**src/psd_pkg.sv**
```systemverilog
package psd_pkg;

    // ------------------------------------------------------------------
    // Register map
    // ------------------------------------------------------------------
    localparam logic [7:0] CTRL_OFS = 8'h00;
    localparam logic [7:0] STATUS_OFS = 8'h04;
    localparam logic [7:0] MASK_OFS = 8'h08;
    localparam logic [7:0] LIVE_OFS = 8'h0c;
    localparam logic [7:0] OPEN_OFS = 8'h10;

    localparam int CTRL_RUN_BIT = 0;
    localparam int CTRL_PD_OFF_BIT = 1;
    localparam logic [1:0] CTRL_RST = 2'h1;

    localparam int ST_LOCK_LOST_BIT = 0;
    localparam int ST_LOCK_GAIN_BIT = 1;
    localparam int ST_FV_BIT = 2;
    localparam int ST_FR_BIT = 3;
    localparam int ST_W = 4;
    localparam logic [3:0] MASK_RST = 4'h0;
    localparam logic [17:0] OPEN_RST = 18'h00000;

    localparam int LIVE_RA_POS = 16;
    localparam int LIVE_LOCK_POS = 20;

    // ------------------------------------------------------------------
    // Divider constants
    // ------------------------------------------------------------------
    localparam int N_PIN_W = 14;
    localparam int N_TOT_W = 15;
    localparam int R_W = 14;
    localparam logic [14:0] TR_OFFSET = 15'h0358;
    localparam logic [13:0] R_RATIO_0 = 14'h0008;
    localparam logic [13:0] R_RATIO_1 = 14'h0080;
    localparam logic [13:0] R_RATIO_2 = 14'h0100;
    localparam logic [13:0] R_RATIO_3 = 14'h0200;
    localparam logic [13:0] R_RATIO_4 = 14'h0400;
    localparam logic [13:0] R_RATIO_5 = 14'h0800;
    localparam logic [13:0] R_RATIO_6 = 14'h096a;
    localparam logic [13:0] R_RATIO_7 = 14'h2000;

endpackage : psd_pkg

```
**src/psd_sync.sv**
```systemverilog
`timescale 1ns/10ps
module psd_sync #(
    parameter int W = 1
) (
    input wire logic pclk,
    input wire logic presetn,
    input wire logic ce,
    input wire logic [W-1:0] async_in,
    output logic [W-1:0] sync_out
);

    logic [W-1:0] meta_q;
    logic [W-1:0] meta_d;
    logic [W-1:0] sync_q;
    logic [W-1:0] sync_d;

    initial begin
        if (W < 1) begin
            $error("psd_sync: W must be at least 1");
        end
    end

    always_comb begin
        meta_d = ce ? async_in : meta_q;
        sync_d = ce ? meta_q : sync_q;
    end

    always_ff @(posedge pclk or negedge presetn) begin
        if (!presetn) begin
            meta_q <= '0;
            sync_q <= '0;
        end else begin
            meta_q <= meta_d;
            sync_q <= sync_d;
        end
    end

    assign sync_out = sync_q;

endmodule : psd_sync

```
**src/psd_div.sv**
```systemverilog
`timescale 1ns/10ps
module psd_div #(
    parameter int W = 14
) (
    input wire logic pclk,
    input wire logic presetn,
    input wire logic ce,
    input wire logic tick,
    input wire logic [W-1:0] load_val,
    output logic tc
);

    logic [W-1:0] cnt_q;
    logic [W-1:0] cnt_d;
    logic tc_q;
    logic tc_d;

    initial begin
        if (W < 2) begin
            $error("psd_div: W must be at least 2");
        end
    end

    // Count down on each input edge; at the end reload and flag.
    always_comb begin
        cnt_d = cnt_q;
        tc_d = 1'b0;
        if (ce && tick) begin
            if (cnt_q <= W'(1)) begin
                cnt_d = load_val;
                tc_d = 1'b1;
            end else begin
                cnt_d = cnt_q - W'(1);
            end
        end else if (!ce) begin
            tc_d = tc_q;
        end
    end

    always_ff @(posedge pclk or negedge presetn) begin
        if (!presetn) begin
            cnt_q <= '0;
            tc_q <= 1'b0;
        end else begin
            cnt_q <= cnt_d;
            tc_q <= tc_d;
        end
    end

    assign tc = tc_q;
endmodule : psd_div

```
**src/psd_core.sv**
```systemverilog
// The implementer's own choices: the register addresses and register access over APB.
`timescale 1ns/10ps
// Summary of operation
// - The N counter reloads its programmed value when it runs out.
// - The N counter is 15 bits wide.
// - Programming input bit 0 is the least significant bit of N.
// - The ratio select code picks R from 8 up to 8192.
// - A low transmit/receive input adds 856 to N, high adds nothing.
// - The single error output drives low while fV leads or is faster.
// - The single error output drives high while fV lags or is slower.
// - The single error output floats when fV and fR coincide.
// - The variable-side output pulses low when fV leads.
// - The reference-side output pulses low when fV lags.
// - At coincidence both double outputs give one short low pulse.
// - The N counter output is buffered onto a pin.
// - The lock output is high in lock and pulses low out of lock.
module psd_core (
    input wire logic pclk,
    input wire logic presetn,
    input wire logic ce,
    input wire logic psel,
    input wire logic penable,
    input wire logic pwrite,
    input wire logic [7:0] paddr,
    input wire logic [31:0] pwdata,
    output logic [31:0] prdata,
    output logic pready,
    output logic pslverr,
    output logic irq,
    input wire logic vco_clock_in,
    input wire logic ref_osc_in,
    output logic ref_osc_drive,
    input wire logic [13:0] n_value_inputs,
    input wire logic [2:0] ref_ratio_select,
    input wire logic tr_offset_n,
    output logic single_error_out,
    output logic single_error_oe_n,
    output logic phase_v_out_n,
    output logic phase_r_out_n,
    output logic divided_vco_clock,
    output logic divided_ref_clock,
    output logic lock_indicator
);

    // ------------------------------------------------------------------
    // Pin synchronisers and edge detection
    // ------------------------------------------------------------------
    logic [1:0] clk_s;
    logic [17:0] prog_s;
    logic [1:0] clk_prev_q;
    logic [1:0] clk_prev_d;
    logic fv_edge;
    logic fr_edge;

    psd_sync #(.W(2)) u_clk_sync (
        .pclk(pclk),
        .presetn(presetn),
        .ce(ce),
        .async_in({ref_osc_in, vco_clock_in}),
        .sync_out(clk_s)
    );

    psd_sync #(.W(18)) u_prog_sync (
        .pclk(pclk),
        .presetn(presetn),
        .ce(ce),
        .async_in({tr_offset_n, ref_ratio_select, n_value_inputs}),
        .sync_out(prog_s)
    );

    always_comb begin
        clk_prev_d = ce ? clk_s : clk_prev_q;
    end

    always_ff @(posedge pclk or negedge presetn) begin
        if (!presetn) begin
            clk_prev_q <= 2'h0;
        end else begin
            clk_prev_q <= clk_prev_d;
        end
    end

    // ------------------------------------------------------------------
    // Registers reached over the bus
    // ------------------------------------------------------------------
    logic [1:0] ctrl_q;
    logic [1:0] ctrl_d;
    logic [3:0] status_q;
    logic [3:0] status_d;
    logic [3:0] mask_q;
    logic [3:0] mask_d;
    logic [17:0] open_q;
    logic [17:0] open_d;
    logic [31:0] prdata_q;
    logic [31:0] prdata_d;
    logic pready_q;
    logic pready_d;
    logic pslverr_q;
    logic pslverr_d;
    logic irq_q;
    logic irq_d;

    logic run;
    logic wr_go;
    logic rd_go;
    logic hit;
    logic [3:0] events;

    assign run = ctrl_q[psd_pkg::CTRL_RUN_BIT];
    assign fv_edge = run && clk_s[0] && !clk_prev_q[0];
    assign fr_edge = run && clk_s[1] && !clk_prev_q[1];

    // ------------------------------------------------------------------
    // Programmed ratios
    // ------------------------------------------------------------------
    logic [17:0] prog_eff;
    logic [13:0] n_pins;
    logic [2:0] ra_sel;
    logic tr_pin;
    logic [14:0] n_total;
    logic [13:0] r_load;

    always_comb begin
        prog_eff = prog_s | open_q;
        n_pins = prog_eff[13:0];
        ra_sel = prog_eff[16:14];
        tr_pin = prog_eff[17];
        n_total = {1'b0, n_pins} + (tr_pin ? 15'h0000 : psd_pkg::TR_OFFSET);
        case (ra_sel)
            3'h0: r_load = psd_pkg::R_RATIO_0;
            3'h1: r_load = psd_pkg::R_RATIO_1;
            3'h2: r_load = psd_pkg::R_RATIO_2;
            3'h3: r_load = psd_pkg::R_RATIO_3;
            3'h4: r_load = psd_pkg::R_RATIO_4;
            3'h5: r_load = psd_pkg::R_RATIO_5;
            3'h6: r_load = psd_pkg::R_RATIO_6;
            default: r_load = psd_pkg::R_RATIO_7;
        endcase
    end

    // ------------------------------------------------------------------
    // Dividers
    // ------------------------------------------------------------------
    logic fv_tick;
    logic fr_tick;

    // The N path is one bit wider so the offset sum fits.
    psd_div #(.W(psd_pkg::N_TOT_W)) u_n_div (
        .pclk(pclk),
        .presetn(presetn),
        .ce(ce),
        .tick(fv_edge),
        .load_val(n_total),
        .tc(fv_tick)
    );

    psd_div #(.W(psd_pkg::R_W)) u_r_div (
        .pclk(pclk),
        .presetn(presetn),
        .ce(ce),
        .tick(fr_edge),
        .load_val(r_load),
        .tc(fr_tick)
    );

    // ------------------------------------------------------------------
    // Phase/frequency detector and lock detector
    // ------------------------------------------------------------------
    logic up_q;
    logic up_d;
    logic dn_q;
    logic dn_d;
    logic up_set;
    logic dn_set;
    logic coinc;
    logic pd_off;
    logic pe_out_q;
    logic pe_out_d;
    logic pe_oe_n_q;
    logic pe_oe_n_d;
    logic pv_n_q;
    logic pv_n_d;
    logic pr_n_q;
    logic pr_n_d;
    logic fv_out_q;
    logic fv_out_d;
    logic fr_out_q;
    logic fr_out_d;
    logic lock_q;
    logic lock_d;
    logic osc_drv_q;
    logic osc_drv_d;

    assign pd_off = ctrl_q[psd_pkg::CTRL_PD_OFF_BIT];

    // An fR edge arms the up request, an fV edge the down request; when
    // both are armed they cancel, which leaves the short coincidence pulse.
    always_comb begin
        up_set = up_q | fr_tick;
        dn_set = dn_q | fv_tick;
        coinc = up_set & dn_set;
        up_d = coinc ? 1'b0 : up_set;
        dn_d = coinc ? 1'b0 : dn_set;
        pv_n_d = !(dn_d || coinc);
        pr_n_d = !(up_d || coinc);
        pe_out_d = pe_out_q;
        pe_oe_n_d = 1'b1;
        if (!pd_off && dn_d) begin
            pe_out_d = 1'b0;
            pe_oe_n_d = 1'b0;
        end else if (!pd_off && up_d) begin
            pe_out_d = 1'b1;
            pe_oe_n_d = 1'b0;
        end
        lock_d = !(up_d || dn_d);
        fv_out_d = fv_tick;
        fr_out_d = fr_tick;
        osc_drv_d = !clk_s[1];
        if (!ce) begin
            up_d = up_q;
            dn_d = dn_q;
            pv_n_d = pv_n_q;
            pr_n_d = pr_n_q;
            pe_out_d = pe_out_q;
            pe_oe_n_d = pe_oe_n_q;
            lock_d = lock_q;
            fv_out_d = fv_out_q;
            fr_out_d = fr_out_q;
            osc_drv_d = osc_drv_q;
        end
    end

    always_ff @(posedge pclk or negedge presetn) begin
        if (!presetn) begin
            up_q <= 1'b0;
            dn_q <= 1'b0;
            pv_n_q <= 1'b1;
            pr_n_q <= 1'b1;
            pe_out_q <= 1'b0;
            pe_oe_n_q <= 1'b1;
            lock_q <= 1'b1;
            fv_out_q <= 1'b0;
            fr_out_q <= 1'b0;
            osc_drv_q <= 1'b1;
        end else begin
            up_q <= up_d;
            dn_q <= dn_d;
            pv_n_q <= pv_n_d;
            pr_n_q <= pr_n_d;
            pe_out_q <= pe_out_d;
            pe_oe_n_q <= pe_oe_n_d;
            lock_q <= lock_d;
            fv_out_q <= fv_out_d;
            fr_out_q <= fr_out_d;
            osc_drv_q <= osc_drv_d;
        end
    end

    // ------------------------------------------------------------------
    // APB slave, status and interrupt
    // ------------------------------------------------------------------
    always_comb begin
        hit = (paddr == psd_pkg::CTRL_OFS) || (paddr == psd_pkg::STATUS_OFS)
            || (paddr == psd_pkg::MASK_OFS) || (paddr == psd_pkg::LIVE_OFS)
            || (paddr == psd_pkg::OPEN_OFS);
        wr_go = ce && psel && penable && pready_q && pwrite;
        rd_go = ce && psel && penable && pready_q && !pwrite;
        events = 4'h0;
        events[psd_pkg::ST_LOCK_LOST_BIT] = lock_q && !lock_d;
        events[psd_pkg::ST_LOCK_GAIN_BIT] = !lock_q && lock_d;
        events[psd_pkg::ST_FV_BIT] = fv_tick;
        events[psd_pkg::ST_FR_BIT] = fr_tick;
        if (!ce) begin
            events = 4'h0;
        end
        ctrl_d = ctrl_q;
        mask_d = mask_q;
        open_d = open_q;
        status_d = status_q;
        if (rd_go && paddr == psd_pkg::STATUS_OFS) begin
            status_d = 4'h0;
        end
        status_d = status_d | events;
        if (wr_go && paddr == psd_pkg::CTRL_OFS) begin
            ctrl_d = pwdata[1:0];
        end
        if (wr_go && paddr == psd_pkg::MASK_OFS) begin
            mask_d = pwdata[psd_pkg::ST_W-1:0];
        end
        if (wr_go && paddr == psd_pkg::OPEN_OFS) begin
            open_d = pwdata[17:0];
        end
        pready_d = pready_q;
        pslverr_d = pslverr_q;
        prdata_d = prdata_q;
        if (ce) begin
            pready_d = psel && penable && !pready_q;
            pslverr_d = psel && penable && !pready_q && !hit;
            prdata_d = 32'h00000000;
            if (psel && penable && !pready_q && !pwrite) begin
                case (paddr)
                    psd_pkg::CTRL_OFS: prdata_d[1:0] = ctrl_q;
                    psd_pkg::STATUS_OFS: prdata_d[3:0] = status_q;
                    psd_pkg::MASK_OFS: prdata_d[3:0] = mask_q;
                    psd_pkg::LIVE_OFS: begin
                        prdata_d[14:0] = n_total;
                        prdata_d[psd_pkg::LIVE_RA_POS +: 3] = ra_sel;
                        prdata_d[psd_pkg::LIVE_LOCK_POS] = lock_q;
                    end
                    psd_pkg::OPEN_OFS: prdata_d[17:0] = open_q;
                    default: prdata_d = 32'h00000000;
                endcase
            end
        end
        irq_d = ce ? |(status_d & mask_d) : irq_q;
    end

    always_ff @(posedge pclk or negedge presetn) begin
        if (!presetn) begin
            ctrl_q <= psd_pkg::CTRL_RST;
            status_q <= 4'h0;
            mask_q <= psd_pkg::MASK_RST;
            open_q <= psd_pkg::OPEN_RST;
            prdata_q <= 32'h00000000;
            pready_q <= 1'b0;
            pslverr_q <= 1'b0;
            irq_q <= 1'b0;
        end else begin
            ctrl_q <= ctrl_d;
            status_q <= status_d;
            mask_q <= mask_d;
            open_q <= open_d;
            prdata_q <= prdata_d;
            pready_q <= pready_d;
            pslverr_q <= pslverr_d;
            irq_q <= irq_d;
        end
    end

    assign prdata = prdata_q;
    assign pready = pready_q;
    assign pslverr = pslverr_q;
    assign irq = irq_q;
    assign ref_osc_drive = osc_drv_q;
    assign single_error_out = pe_out_q;
    assign single_error_oe_n = pe_oe_n_q;
    assign phase_v_out_n = pv_n_q;
    assign phase_r_out_n = pr_n_q;
    assign divided_vco_clock = fv_out_q;
    assign divided_ref_clock = fr_out_q;
    assign lock_indicator = lock_q;
endmodule : psd_core

```
**config.mk**
```make
export PLATFORM = sky130hd
export DESIGN_NAME = psd_core
export DESIGN_NICKNAME = d
export VERILOG_FILES = /design/src/psd_pkg.sv /design/src/psd_sync.sv /design/src/psd_div.sv /design/src/psd_core.sv
export SDC_FILE = /design/constraint.sdc
export NUM_CORES = 1
export LEC_CHECK = 0
export BUFFER_PORTS_ARGS = -buffer_cell sky130_fd_sc_hd__buf_2
export CORE_MARGIN = 8
export CORE_UTILIZATION = 30
export CTS_CLUSTER_SIZE = 10
export DETAILED_ROUTE_END_ITERATION = 12
export PLACE_DENSITY = 0.53
export SLEW_MARGIN = 20
export SYNTH_ARGS = -nofsm -noshare
export SYNTH_HDL_FRONTEND = slang
export SYNTH_SLANG_ARGS = --single-unit
export TNS_END_PERCENT = 20
```
**constraint.sdc**
```tcl
create_clock -name pclk -period 2.9 [get_ports pclk]
set_input_delay 0.29 -clock pclk [delete_from_list [all_inputs] [get_ports pclk]]
set_output_delay 0.29 -clock pclk [all_outputs]
set_load 0.01 [all_outputs]
```
==> flow_metrics.env <==
export IMPL_outcome="finished clean"
export IMPL_use_met2=0.210
export IMPL_num_vias=4955
export IMPL_cp_start_kind="flip-flop"
export IMPL_rsz0062_at_grt="false"
export IMPL_drv_cap=0
export IMPL_drc=0
export IMPL_maxSlewHeadroom=0.399
export IMPL_grt_ovfl_total=0
export IMPL_mappedNetlistArea_sq_mm=0.00659
export IMPL_cp_slowest_stage_delay_ps=490
export IMPL_gp_congestion=0.789
export IMPL_ant_nets=0
export IMPL_synth_warnings=0
export IMPL_power_density_mw_per_mm2=600
export IMPL_final_hold_violation_count=0
export IMPL_drive_gt1_frac=0.308
export IMPL_synth_edf_count=0
export IMPL_fp_row_count=54
export IMPL_initial_utilization=0.304
export IMPL_synth_ff_latch_count=134
export IMPL_fillers=2164
export IMPL_post_cts_setup_buffer_count=0
export IMPL_worst_pin_slew_ps=901
export IMPL_clock_skew_ps=7.89
export IMPL_finalPower_mw=4.73
export IMPL_period_share=0.841
export IMPL_crit_fanout=6
export IMPL_avgSynthCellArea_sq_um=10.7
export IMPL_cts_buffers=17
export IMPL_synth_top_area_share=0.486
export IMPL_grt_pass1_wl_um=27300
export IMPL_via_per_inst=4.97
export IMPL_nNetsFinal=778
export IMPL_critical_path_class="reg2reg"
export IMPL_crit_buf_inv=0
export IMPL_fp_dieH_um=164
export IMPL_ir_drop_mv=0.380
export IMPL_clk_pin_slew_worst_paths_ps=60
export IMPL_die_area_sq_mm=0.0270
export IMPL_hold_path_class="in2reg"
export IMPL_cts_sinks=134
export IMPL_met3_usage=0.0283
export IMPL_p_leak_nw=3.56
export IMPL_crit_required_ps=3160
export IMPL_finalSetupTns_ps=0
export IMPL_use_met1=0.165
export IMPL_worstPathCellList="nor2_1 -> xnor2_1 -> ha_1 -> o21ai_0 -> o32ai_1 -> nand3_1 -> nand3_1 -> mux2i_1 -> o221ai_1"
export IMPL_ff2ff_setup_slack_ps=460
export IMPL_drt_iter0_markers=267
export IMPL_reg2reg_from="open_q[17]$_DFFE_PN0P_"
export IMPL_synth_ff_type="dfrtp_1"
export IMPL_grt_start_max_net_pins=78
export IMPL_slew_violations=0
export IMPL_hold_buffers=1
export IMPL_cpLargestDelayFamily="compound AO/OA/AOI/OAI gates"
export IMPL_cp_arrival_ps=2700
export IMPL_drt_wl_total_um=16700
export IMPL_wl_per_cell_um=16.7
export IMPL_area_growth_pct=19.7
export IMPL_cts_tree="done"
export IMPL_grt_pass1_vias=5089
export IMPL_drt_pass1_iter_count=4
export IMPL_critPathMostFrequentCell="nand3_1"
export IMPL_async_flop_share=1.00
export IMPL_n_antenna_cell=0
export IMPL_seq_area_frac_synth=0.510
export IMPL_antenna_found_initial=0
export IMPL_fp_coreArea_sq_mm=0.0217
export IMPL_end_kind="flip-flop"
export IMPL_synth_cell_types=63
export IMPL_period_minus_slack_ps=2440
export IMPL_yosysTopAreaCell="dfrtp_1"
export IMPL_critPathLaunch="open_q[17]$_DFFE_PN0P_"
export IMPL_worst_path_max_delay_cell="dfrtp_1"
export IMPL_hpwl_um=12200
export IMPL_setup_viol=0
export IMPL_h_tree_depth=4
export IMPL_max_freq_ghz=0.410
export IMPL_worstSkewPairLatency_ps=420
export IMPL_synth_cells=615
export IMPL_grt_use_total=0.129
export IMPL_hp_start="pwdata[12]"
export IMPL_clockBufferDepth=2
export IMPL_port_buffers=82
export IMPL_cts_root_buf="clkbuf_16"
export IMPL_cts_resized_gates=0
export IMPL_top_usage_layer="met2"
export IMPL_die_width_um=164
export IMPL_ios=109
export IMPL_yosys_top_cells_area="dfrtp_1, mux2_2, o21ai_0"
sequential cells by signal, indices dropped and copies added, names as in the netlist, 2 cells and up:
| name | cells |
|---|---|
| mask_q | 4 |
| u_n_div.cnt_q | 15 |
| u_clk_sync.meta_q | 2 |
| status_q | 4 |
| open_q | 18 |
| u_r_div.cnt_q | 14 |
| u_prog_sync.sync_out | 18 |
| u_clk_sync.sync_out | 2 |
| clk_prev_q | 2 |
| prdata | 20 |
| ctrl_q | 2 |
| u_prog_sync.meta_q | 18 |
logic make-up (layout without fill, tap and decap cells):
| group | count (synthesis) | after routing | synth area share |
|---|---|---|---|
| AO/OA/AOI/OAI | 147 | 147 | 0.139 |
| XOR/XNOR | 18 | 18 | 0.0239 |
| adder cells (fa/ha/maj) | 8 | 8 | 0.0152 |
| buffers and inverters | 65 | 156 | 0.0461 |
| flip-flops | 134 | 134 | 0.510 |
| multiplexers | 76 | 76 | 0.132 |
| other | 1 | 12 | 0.000569 |
| AND/OR/NAND/NOR | 166 | 166 | 0.133 |
cells in the mapped netlist (2+ instances only):
master and count:
a21oi_1 37, a221o_1 2, a22o_1 4, a22oi_1 10, a31o_2 2, a31oi_1 4, and4b_1 2, buf_2 3
buf_4 13, clkbuf_1 22, dfrtp_1 128, dfstp_2 6, ha_1 8, inv_1 25, mux2_2 68, mux2i_1 6
mux4_2 2, nand2_1 38, nand2b_1 3, nand3_1 7, nand3b_1 3, nand4_1 3, nand4b_1 5, nor2_1 43
nor2b_1 7, nor3_1 19, nor3_2 2, nor4_1 9, o21ai_0 53, o221ai_1 4, o22a_1 3, o22ai_1 5
o2bb2ai_1 7, o31ai_1 2, o41ai_1 3, or2_2 4, or3_1 9, or4_1 2, or4_4 2, xnor2_1 13
xor2_1 5
area by class of cell:
class | instances | area, sq um | share of cell area
sequential | 134 | 3360 | 0.426
multi-input combinational | 427 | 2970 | 0.377
timing repair buffer | 99 | 547 | 0.0693
clock buffer | 18 | 439 | 0.0556
tap | 280 | 350 | 0.0444
clock inverter | 14 | 129 | 0.0163
inverter | 25 | 93.8 | 0.0119
placed cells by master (no fill, tap or decap), types with 13 or more instances in the layout:
cell type  Yosys  final
nand2_1       38     38
a21oi_1       37     37
buf_4         13     16
nor3_1        19     18
xnor2_1       13     13
mux2_2        68     68
buf_2          3     81
inv_1         25     25
clkbuf_16      0     17
nor2_1        43     43
o21ai_0       53     53
dfrtp_1      128    128
report_power, final:
group          switching (mW)  internal (mW)
logic                   0.336          0.262
registers              0.0849           2.00
clock network           0.847           1.21
through the flow:
stage | area, sq um | cells | setup slack (ps) | utilization | hold slack, ps
global route | 7890 | 997 | 286 | 0.364 | 84.9
CTS | 7890 | 997 | 476 | 0.364 | 74.5
floorplan | 6630 | 626 | 614 | - | -5.59
detailed placement | 7310 | 964 | 386 | 0.337 | 384
finish | 7890 | 997 | 461 | 0.364 | 87.6
global placement | 7310 | 964 | 403 | 0.337 | 379
routing by layer:
metal,up-vias,part of all wire
li1,2401,-
met5,-,0
met3,21,0.037
met1,2437,0.46
met2,96,0.49
met4,0,0.017
final timing paths:
check	end	depth (start not counted)
worst max-delay path	prdata[11]$_DFFE_PN0P_	9
worst min-delay path	open_q[12]$_DFFE_PN0P_	3
worst max register to register	prdata[11]$_DFFE_PN0P_	9
worst min register to register	u_r_div.cnt_q[10]$_DFFE_PN0P_	2
max in group asynchronous	phase_v_out_n$_DFFE_PN1P_	3
min in group asynchronous	u_prog_sync.meta_q[4]$_DFFE_PN0P_	2
worst register-to-register path: cells and delay by family (launching register included):
| kind | cells | cell delay (ps) |
|---|---|---|
| XOR/XNOR | 1 | 150 |
| AO/OA/AOI/OAI | 3 | 640 |
| adder cells (fa/ha/maj) | 1 | 250 |
| AND/OR/NAND/NOR | 3 | 530 |
| multiplexers | 1 | 240 |
| flip-flops | 1 | 490 |
No activity file was read; power rests on OpenSTA's default activity.
